$ cat src/cad_pkg.sv
// constants and types for the core address decoder and environment selector
//----------------------------------------------------------------------------
// Behaviour
// - development environment allowed only in the large 176-pin package
// - development environment disables on-chip flash; base memory goes off-chip
// - development environment gives groups H,J,K,L,M to memory, status, reset, break
// - access timing identical in all environments; no environment-dependent stalls
// - strap a high, strap b and tristate floating selects development environment
// - development environment holds reset while flash protect bit reads zero
// - programming environment holds core in reset, pins go to flash port
// - both environment straps high select programming environment
// - all memories and I/O decoded in one 2 Mbyte core space
// - first 64 Kbytes flagged as the fast data zone
// - 00_0000..00_DFFF decodes as base memory, target depends on environment
// - 00_F900..00_F90A decodes as shared-BIOS and security registers
// - 10_0000..1F_FFFF decodes as expansion memory only in 176-pin package
// - ROM variant: expansion aliased below and above 01_0000; limited to 1 Mbyte only in the small package
//----------------------------------------------------------------------------
package cad_pkg;

  localparam int CAD_AW = 21;

  // region bounds
  localparam logic [20:0] CAD_BASE_LO  = 21'h000000;
  localparam logic [20:0] CAD_BASE_HI  = 21'h00DFFF;
  localparam logic [20:0] CAD_ROMB_HI  = 21'h000FFF;
  localparam logic [20:0] CAD_RAM4_LO  = 21'h00E800;
  localparam logic [20:0] CAD_RAM2_LO  = 21'h00F000;
  localparam logic [20:0] CAD_RAM_HI   = 21'h00F7FF;
  localparam logic [20:0] CAD_FCTL_LO  = 21'h00F880;
  localparam logic [20:0] CAD_FCTL_HI  = 21'h00F8FF;
  localparam logic [20:0] CAD_SEC_LO   = 21'h00F900;
  localparam logic [20:0] CAD_SEC_HI   = 21'h00F90A;
  localparam logic [20:0] CAD_BIU_LO   = 21'h00F980;
  localparam logic [20:0] CAD_BIU_HI   = 21'h00F98F;
  localparam logic [20:0] CAD_DMA_LO   = 21'h00FA00;
  localparam logic [20:0] CAD_DMA_HI   = 21'h00FA7F;
  localparam logic [20:0] CAD_IOX_LO   = 21'h00FB00;
  localparam logic [20:0] CAD_IOX_HI   = 21'h00FBFF;
  localparam logic [20:0] CAD_MOD_LO   = 21'h00FC00;
  localparam logic [20:0] CAD_MOD_HI   = 21'h00FFFF;
  localparam logic [20:0] CAD_BASE2_LO = 21'h010000;
  localparam logic [20:0] CAD_BASE2_HI = 21'h01FFFF;
  localparam logic [20:0] CAD_DEVB_HI  = 21'h0FFFFF;
  localparam logic [20:0] CAD_EXP_LO   = 21'h100000;
  localparam logic [20:0] CAD_EXP_HI   = 21'h1FFFFF;
  localparam logic [20:0] CAD_FAST_HI  = 21'h00FFFF;

  // region select bit positions
  localparam int CAD_NSEL     = 10;
  localparam int CAD_SEL_BASE = 0;
  localparam int CAD_SEL_RAM  = 1;
  localparam int CAD_SEL_FCTL = 2;
  localparam int CAD_SEL_SEC  = 3;
  localparam int CAD_SEL_BIU  = 4;
  localparam int CAD_SEL_DMA  = 5;
  localparam int CAD_SEL_IOX  = 6;
  localparam int CAD_SEL_MOD  = 7;
  localparam int CAD_SEL_EXP  = 8;
  localparam int CAD_SEL_RSV  = 9;

  // part variants
  typedef enum logic [1:0] {CAD_VAR_E, CAD_VAR_S, CAD_VAR_L} cad_variant_t;

  // operating environments
  typedef enum logic [1:0] {
    internal_rom_env, onboard_debug_env, development_env, programming_env
  } cad_env_t;

  // strap latch sequencing
  typedef enum logic [1:0] {CAD_ST_STRAP, CAD_ST_RUN} cad_state_t;

  localparam logic [1:0] CAD_PINMUX_GPIO = 2'h0;
  localparam logic [1:0] CAD_PINMUX_DEV  = 2'h1;
  localparam logic [1:0] CAD_PINMUX_PROGRAMMING_ENV = 2'h2;

endpackage

$ cat src/cad_range.sv
// inclusive address window compare
`timescale 1ns/1ps
module cad_range
  import cad_pkg::*;
#(
  parameter logic [20:0] LO = 21'h000000,
  parameter logic [20:0] HI = 21'h000000
)(
  input  wire logic [20:0] addr,
  output logic             hit
);
  // both bounds inclusive
  assign hit = (addr >= LO) && (addr <= HI);
endmodule

$ cat src/cad_decode.sv
// core address decoder and operating environment selector
`timescale 1ns/1ps
module cad_decode
  import cad_pkg::*;
#(
  parameter cad_variant_t VARIANT  = CAD_VAR_E,
  parameter logic         PKG_176  = 1'b1
)(
  input  wire logic                ref_clk,
  input  wire logic                reset_n,
  input  wire logic                env_strap_a,
  input  wire logic                env_strap_b,
  input  wire logic                tristate_strap,
  input  wire logic                flash_protect_bit,
  input  wire logic [20:0]         core_addr,
  input  wire logic                core_req,
  output logic [CAD_NSEL-1:0]      region_sel,
  output logic                     onchip_flash_en,
  output logic                     offchip_base_sel,
  output logic                     fast_zone,
  output logic                     core_reset_hold,
  output logic [1:0]               pin_mux_mode,
  output logic [1:0]               env_code,
  output logic                     dev_env_rejected
);

  //--------------------------------------------------------------------------
  // state
  //--------------------------------------------------------------------------
  typedef struct packed {
    logic [1:0] sync_a;
    logic [1:0] sync_b;
    logic [1:0] sync_t;
    logic [1:0] sync_p;
    logic [1:0] settle;
    cad_state_t st;
    cad_env_t   env;
    logic       rejected;
    logic       hold;
    logic [1:0] mux;
  } cad_regs_t;

  cad_regs_t state_ff;
  cad_regs_t nxt_state;

  //--------------------------------------------------------------------------
  // address window hits
  //--------------------------------------------------------------------------
  logic [20:0] a;
  logic h_base, h_romb, h_ram4, h_ram2, h_fctl, h_sec, h_biu, h_dma, h_iox, h_mod;
  logic h_base2, h_devb, h_exp;

  assign a = core_addr;

  cad_range #(.LO(CAD_BASE_LO),  .HI(CAD_BASE_HI))  u_base  (.addr(a), .hit(h_base));
  cad_range #(.LO(CAD_BASE_LO),  .HI(CAD_ROMB_HI))  u_romb  (.addr(a), .hit(h_romb));
  cad_range #(.LO(CAD_RAM4_LO),  .HI(CAD_RAM_HI))   u_ram4  (.addr(a), .hit(h_ram4));
  cad_range #(.LO(CAD_RAM2_LO),  .HI(CAD_RAM_HI))   u_ram2  (.addr(a), .hit(h_ram2));
  cad_range #(.LO(CAD_FCTL_LO),  .HI(CAD_FCTL_HI))  u_fctl  (.addr(a), .hit(h_fctl));
  cad_range #(.LO(CAD_SEC_LO),   .HI(CAD_SEC_HI))   u_sec   (.addr(a), .hit(h_sec));
  cad_range #(.LO(CAD_BIU_LO),   .HI(CAD_BIU_HI))   u_biu   (.addr(a), .hit(h_biu));
  cad_range #(.LO(CAD_DMA_LO),   .HI(CAD_DMA_HI))   u_dma   (.addr(a), .hit(h_dma));
  cad_range #(.LO(CAD_IOX_LO),   .HI(CAD_IOX_HI))   u_iox   (.addr(a), .hit(h_iox));
  cad_range #(.LO(CAD_MOD_LO),   .HI(CAD_MOD_HI))   u_mod   (.addr(a), .hit(h_mod));
  cad_range #(.LO(CAD_BASE2_LO), .HI(CAD_BASE2_HI)) u_base2 (.addr(a), .hit(h_base2));
  cad_range #(.LO(CAD_BASE2_LO), .HI(CAD_DEVB_HI))  u_devb  (.addr(a), .hit(h_devb));
  cad_range #(.LO(CAD_EXP_LO),   .HI(CAD_EXP_HI))   u_exp   (.addr(a), .hit(h_exp));

  //--------------------------------------------------------------------------
  // strap capture and reset holding
  //--------------------------------------------------------------------------
  logic     is_dev;
  logic     is_programming_env;
  cad_env_t strap_env;

  assign is_dev  = (state_ff.env == development_env);
  assign is_programming_env = (state_ff.env == programming_env);

  // floating straps read low through on-chip pull-downs
  always_comb
  begin
    if (state_ff.sync_a[1] && state_ff.sync_b[1])
      strap_env = programming_env;
    else if (state_ff.sync_a[1] && !state_ff.sync_t[1])
      strap_env = development_env;
    else if (state_ff.sync_b[1])
      strap_env = onboard_debug_env;
    else
      strap_env = internal_rom_env;
  end

  // straps are sampled once, after the synchronisers settle, then frozen
  always_comb
  begin
    nxt_state        = state_ff;
    nxt_state.sync_a = {state_ff.sync_a[0], env_strap_a};
    nxt_state.sync_b = {state_ff.sync_b[0], env_strap_b};
    nxt_state.sync_t = {state_ff.sync_t[0], tristate_strap};
    nxt_state.sync_p = {state_ff.sync_p[0], flash_protect_bit};
    nxt_state.settle = {state_ff.settle[0], 1'b1};
    unique case (state_ff.st)
      CAD_ST_STRAP:
      begin
        // syncs leave reset at zero; latching before they fill would lose every strap
        if (state_ff.settle[1])
        begin
          nxt_state.st = CAD_ST_RUN;
          if (strap_env == development_env && !PKG_176)
          begin
            // small package cannot host the development board pins
            nxt_state.env      = internal_rom_env;
            nxt_state.rejected = 1'b1;
          end
          else
          begin
            nxt_state.env = strap_env;
          end
        end
      end
      CAD_ST_RUN:
      begin
        nxt_state.st = CAD_ST_RUN;
      end
    endcase
    // hold reset: programming forever, development while protect bit clear
    nxt_state.hold = (state_ff.st == CAD_ST_STRAP) ||
                     (nxt_state.env == programming_env) ||
                     (nxt_state.env == development_env && !state_ff.sync_p[1]);
    if (nxt_state.env == development_env)
      nxt_state.mux = CAD_PINMUX_DEV;
    else if (nxt_state.env == programming_env)
      nxt_state.mux = CAD_PINMUX_PROGRAMMING_ENV;
    else
      nxt_state.mux = CAD_PINMUX_GPIO;
  end

  always_ff @(posedge ref_clk or negedge reset_n)
  begin
    if (!reset_n)
    begin
      state_ff.sync_a   <= 2'h0;
      state_ff.sync_b   <= 2'h0;
      state_ff.sync_t   <= 2'h0;
      state_ff.sync_p   <= 2'h0;
      state_ff.settle   <= 2'h0;
      state_ff.st       <= CAD_ST_STRAP;
      state_ff.env      <= internal_rom_env;
      state_ff.rejected <= 1'b0;
      state_ff.hold     <= 1'b1;
      state_ff.mux      <= CAD_PINMUX_GPIO;
    end
    else
    begin
      state_ff <= nxt_state;
    end
  end

  //--------------------------------------------------------------------------
  // region decode: purely combinational, so no environment adds latency
  //--------------------------------------------------------------------------
  logic [CAD_NSEL-1:0] sel;
  logic                base_hit;
  logic                exp_hit;
  logic                ram_hit;

  always_comb
  begin
    ram_hit  = (VARIANT == CAD_VAR_S) ? h_ram4 : h_ram2;
    if (VARIANT == CAD_VAR_L)
    begin
      // rom part: tiny base, expansion aliased below and above 01_0000
      base_hit = h_romb;
      exp_hit  = (h_base && !h_romb) || h_devb || (h_exp && PKG_176);
    end
    else
    begin
      base_hit = h_base ||
                 (VARIANT == CAD_VAR_S && h_base2) ||
                 (is_dev && h_devb);
      exp_hit  = h_exp && PKG_176;
    end
    sel                = '0;
    // priority chain guarantees a single select
    if (base_hit)      sel[CAD_SEL_BASE] = 1'b1;
    else if (exp_hit)  sel[CAD_SEL_EXP]  = 1'b1;
    else if (ram_hit)  sel[CAD_SEL_RAM]  = 1'b1;
    else if (h_fctl)   sel[CAD_SEL_FCTL] = 1'b1;
    else if (h_sec)    sel[CAD_SEL_SEC]  = 1'b1;
    else if (h_biu)    sel[CAD_SEL_BIU]  = 1'b1;
    else if (h_dma)    sel[CAD_SEL_DMA]  = 1'b1;
    else if (h_iox)    sel[CAD_SEL_IOX]  = 1'b1;
    else if (h_mod)    sel[CAD_SEL_MOD]  = 1'b1;
    else               sel[CAD_SEL_RSV]  = 1'b1;
  end

  // 21 address bits span exactly the 2 Mbyte space
  assign region_sel       = (core_req && !state_ff.hold) ? sel : '0;
  assign onchip_flash_en  = !is_dev;
  assign offchip_base_sel = region_sel[CAD_SEL_BASE] && is_dev;
  assign fast_zone        = core_req && (a <= CAD_FAST_HI);
  assign core_reset_hold  = state_ff.hold;
  assign pin_mux_mode     = state_ff.mux;
  assign env_code         = state_ff.env;
  assign dev_env_rejected = state_ff.rejected;
endmodule

$ cat config.mk
export PLATFORM = sky130hd
export DESIGN_NAME = cad_decode
export DESIGN_NICKNAME = d
export VERILOG_FILES = /design/src/cad_pkg.sv /design/src/cad_range.sv /design/src/cad_decode.sv
export SDC_FILE = /design/constraint.sdc
export NUM_CORES = 1
export LEC_CHECK = 0
export ABC_AREA = 1
export CORE_MARGIN = 4
export CORE_UTILIZATION = 60
export CTS_CLUSTER_SIZE = 24
export DETAILED_ROUTE_END_ITERATION = 12
export DONT_BUFFER_PORTS = 1
export PLACE_DENSITY = 0.76
export SETUP_SLACK_MARGIN = 0.02
export SLEW_MARGIN = 20
export SYNTH_ARGS = -nofsm -noshare
export SYNTH_HDL_FRONTEND = slang
export SYNTH_SLANG_ARGS = --single-unit
$ cat constraint.sdc
create_clock -name ref_clk -period 1.6 [get_ports ref_clk]
set_input_delay 0.16 -clock ref_clk [delete_from_list [all_inputs] [get_ports ref_clk]]
set_output_delay 0.16 -clock ref_clk [all_outputs]
set_load 0.005 [all_outputs]
-- Word level (Yosys, flattened, before mapping)
Cells that the tools add are included.
Widths: inputs -> output; s select.
- $add $sub $neg: 0
- multipliers: 0
- divide/modulo/power cells: 0
- magnitude comparators: 20
- eq/ne operators: 5
- shift-type cells: 0
- mux-type cells: 34
- bitwise operators: 0
- reduce and logical (&&, ||, !) cells: 25
- operator list (cell ; number):
    $le 21x16->1 const B ; 8
    $ge 21x16->1 const B ; 7
    $ge 21x1->1 const B ; 1
    $ge 21x17->1 const B ; 1
    $ge 21x21->1 const B ; 1
    $le 21x20->1 const B ; 1
    $le 21x21->1 const B ; 1
    $mux 1 ; 19
    $logic_and 1x1->1 ; 17
    $mux 2 ; 6
    $mux 10 ; 1
    $mux 9 ; 1
    $mux 4 ; 2
    $mux 7 ; 1
    $eq 2x2->1 const B ; 3
    $mux 6 ; 1
    $mux 5 ; 1
    $logic_not 1->1 ; 4
    $pmux 2 s2 ; 1
    $logic_or 1x1->1 ; 3
    $mux 3 ; 1
    $eq 2x1->1 const B ; 1
    $logic_not 2->1 ; 1
    $ne 2x2->1 const B ; 1
- register bits: 17
- bits in latches: 0
- memory bits (writable): 0
- bits in read-only memories: 0
- input port bits: 28
- output and inout port bits: 19
- logic and storage cells: 93
- memories: 0

-- Logic depth before layout (Yosys ltp)
- depth in word-level cells: 13
- gate-level depth with buffers: 10
- gate-level depth less buffers: 10

-- Hierarchy
Synthesis repeated with hierarchy kept, for this count alone.
- cells, all modules: 225
- area, all modules: 1302.5 µm²
- by module, submodules not included (module ; instances ; cells an instance ; area each (µm²) ; seq. area each (µm²)):
    cad_decode ; 1 ; 84 ; 742.0 ; 401.6
    cad_range at u_biu ... ; 2 ; 20 ; 78.8 ; 0.0
    cad_range at u_sec ; 1 ; 27 ; 103.8 ; 0.0
    cad_range at u_fctl ; 1 ; 21 ; 82.6 ; 0.0
    cad_range at u_iox ; 1 ; 17 ; 67.6 ; 0.0
    cad_range at u_mod ; 1 ; 13 ; 51.3 ; 0.0
    cad_range at u_ram2 ; 1 ; 11 ; 47.5 ; 0.0
    cad_range at u_base ; 1 ; 8 ; 33.8 ; 0.0
    cad_range at u_devb ; 1 ; 3 ; 12.5 ; 0.0
    cad_range at u_exp ; 1 ; 1 ; 3.8 ; 0.0

-- Least setup slack after synthesis
No wires, ideal clock.
- path type: reg2out
- start: register state_ff (netlist bit core_reset_hold)
- end: output region_sel[9]
- arrival: 1.072 ns
- required time: 1.440 ns
- setup slack: 0.368 ns
- stages on the path, launching flop included: 8
- path buffers: 0
- cells stage by stage: dfstp_2 nor2_1 inv_1 nor2_1 inv_1 nor2_8 nand3_4 nor3_2
- longest elaborated chain between the ends: 3
- ends and longest elaborated chain (element ; RTL line ; RTL):
    start, declared ; cad_decode.sv:43 ; cad_regs_t state_ff;
    start signal, assigned ; cad_decode.sv:154 ; state_ff <= nxt_state;
    $logic_not 1->1 ; cad_decode.sv:197 ; assign region_sel = (core_req && !state_ff.hold) ? sel : '0;
    $logic_and 1x1->1 ; cad_decode.sv:197 ;
    $mux 10 ; cad_decode.sv:197 ;
    end, declared ; cad_decode.sv:17 ; output logic [CAD_NSEL-1:0] region_sel,
No other way between the ends.

-- Worst setup path after layout
- start: register state_ff (netlist bit core_reset_hold)
- end: output region_sel[5]
Same word-level chain as after synthesis.

==> results.md <==
* Status: finished clean
* Final setup fails at 0
* DR vias/cell at between 5 and 6
* Starting Density at a little over three fifths
* Area leader, netlist: dfrtp_1
* Critical Path Start Type: flop
* Yosys Warn Count at 0
* Post-synthesis compound-gate area fraction at 5.89%
* Max-Cap Viols at 0
* Gr usage total at 21.3%
* Footprint of the multi-input gates at 747 sq um
* Die area at slightly below 0.003 sq mm
* Pre-antenna DRT Iters at 4
* Final hold violations at 0
* Clock Latency Late Sink at ~0.28 ns
* Vias in the first global route at between 900 and 1,000
* Simple-gate portion of the synthesized area at 49.3%
* Pin count of the biggest net entering global routing at 17
* Seq. cell area at 402 sq um
* Min cycle time layout at 1.59 ns
* Syn Inst Count at approximately 170
* Drt wl/cell at between 10 and 15 um
* Initial antenna violation count at 0
* Worst-case clock buffer depth at 2
* Fraction of layout cells with a size suffix above 1 at between 30% and 40%
* Dominant synthesized flop cell: dfrtp_1
* # DRC at 0
* Crit Path Max Fanout at 3
* Largest family of logic cells by synthesized area: simple AND/OR/NAND/NOR gates
* DRT iter0 DRCs at 40
* Clk root buf: clkbuf_4
* Required @ worst endpoint at around 1.4 ns
* Gpl congestion at between 0.8 and 0.9
* Clock transition at the registers of the reported paths at 0.09 ns
* CP Capture Type: output pin
* CTS tree: done
* Power consumption at 907 uW
* Post-Synth XOR/XNOR Area at 0%
* ANT cells at 0
* IO buf count at 0
* Most numerous cell in the Yosys netlist: nand2_1
* Grt total ovfl at 0
* Die W at 53.7 um
* Synth top area cells: dfrtp_1 30%, nand2_1 9.0%, nor2_1 8.7%
* Type of the most critical hold path: flop to flop
* Fin. max-slew vios at 0
* Fin util at 71.3%
* Power Dens Cells at 642 mW/mm^2
* RSZ-0062 raised after global routing: true
* Cell Count, Final, Fillers Out at 206
* Max frequency at 628 MHz
* Post-DRT Antenna Nets at 0
* P&R area growth vs syn at 12.8%
* Mapped cell area at around 0.0013 sq mm
* Post-synth EDFFs at 0
* Leak pwr at about 0.66 nW
* CP Data Arrival Time at around 1.4 ns
* Dpl cells at a little under 200
* Relative slew slack at between 50 and 60%
* Detail Placement HPWL at 2.23 mm
* Synth Area in Adders at 0%
* Synth top area share at between 20% and 30%
* H-tree depth at 1
* Ys async rst share at 100%
* Post-route clock period utilization at ~99%
* Tightest Pin Transition at just over 0.7 ns
* Clock Skew at between 0.006 and 0.007 ns
* VDD IR-drop max at roughly 0.72 mV
* Post-Syn Nets at 200
* Rows at 16
* Global-route wire length before repair at 4.33 mm
* Fillers at roughly 160
* CP Class: flop to output pin
* CTS buffer count at 3
* Post-synth top cells: 30 x nand2_1, 29 x nor2_1, 22 x inv_1
* Core box area at 0.00198 sq mm
* Mean area per synthesized cell at 7.28 sq um
* CTS sink count at 16
* Total wire length at about 2.8 mm
* Final #Nets at about 210
* I/O pin total at 47
* Die height at 53.7 um
* Sequential-to-total area share from yosys stat at around a third
* Synthesis-stage register bit count at 16
* Netlist cell types at 31
* DR vias at 1,113
* Post-synthesis mux area share at 0%
## cell usage in the layout (no fill, tap or decap), types with 2 or more instances in the layout
| master | instances |
|---|---|
| nand2_1 | 30 |
| nor2_1 | 22 |
| inv_1 | 18 |
| dfrtp_1 | 15 |
| inv_2 | 10 |
| nand3_1 | 10 |
| nor2_2 | 9 |
| nand2_2 | 7 |
| o21ai_0 | 5 |
| dlygate4sd3_1 | 5 |
| nor2_4 | 4 |
| nand4_1 | 4 |
| o21ai_1 | 3 |
| nand3_2 | 3 |
| nor3_2 | 3 |
| clkbuf_4 | 3 |
| nor2_8 | 2 |
| inv_4 | 2 |
| nand2_4 | 2 |
| nand3_4 | 2 |
| nor3_1 | 2 |
| or2_2 | 2 |
| conb_1 | 2 |
| buf_4 | 2 |
## routing by layer
metal	wire length, um	global-route usage, %
met1	1190	28.4
met2	1360	33.7
met5	0	0
met3	247	6.65
met4	19	5.11
## critical path: stages (launching register included)
cell and delay, ns:
dfstp_2 0.39, nor2_2 0.11, inv_2 0.07, nor2_4 0.09
inv_2 0.06, nor2_8 0.14, nand3_4 0.10, nor3_2 0.18
## power breakdown
group          internal [mW]  total [mW]  switching (mW)
Sequential             0.437       0.456          0.0181
Clock                  0.138       0.257           0.118
Combinational         0.0721       0.194           0.122
## final timing paths
check	from	to	slack (ns)	depth (start not counted)
worst min register to register	nxt_state[17]	state_ff[17]	0.35	0
worst min-delay path	nxt_state[17]	state_ff[17]	0.35	0
max in group asynchronous	reset_n	nxt_state[9]	0.79	1
min in group asynchronous	reset_n	state_ff[15]	0.36	1
worst max-delay path	core_reset_hold	region_sel[5]	0.008	7
worst max register to register	state_ff[6]	core_reset_hold	0.41	6
## per-stage QoR
stage | setup TNS [ns] | area, sq um | hold WS [ns] | setup slack [ns]
finish | 0 | 1410 | 0.354 | 0.00827
global route | -0.510 | 1410 | 0.372 | -0.0896
CTS | -0.0288 | 1380 | 0.356 | -0.0288
detailed placement | 0 | 1250 | -0.135 | 0.222
global placement | 0 | 1250 | -0.135 | 0.290
floorplan | 0 | 1250 | -0.136 | 0.368
## what timing repair did
| action | in CTS | in global routing |
|---|---|---|
| gates resized for setup | 8 | 10 |
| endpoints found under the hold margin | 20 | 0 |
| cloned | 0 | 0 |
| setup buffers | 3 | 0 |
| hold buffers | 5 | 0 |
| setup endpoints to repair | 7 | 8 |
| pin swaps | 6 | 6 |
## area by class of cell
cell class                      count  share of cell area (%)
Inverter                           30                    8.33
Timing Repair Buffer                8                    5.40
Sequential cell                    16                    28.4
Multi-Input combinational cell    121                    52.9
Tap cell                           27                    2.39
Clock buffer                        4                    2.57
## cell families (layout without fill, tap and decap cells)
kind of cell | count (synthesis) | after routing
buffers and inverters | 35 | 42
flip-flops | 16 | 16
AO/OA/AOI/OAI | 12 | 12
other | 2 | 2
AND/OR/NAND/NOR | 107 | 107
## registers in the layout, indices dropped and copies added (netlist names)
signal,count
core_reset_hold,1
env_code,2
nxt_state,5
pin_mux_mode,2
state_ff,6
No activity file was read; power rests on OpenSTA's default activity.
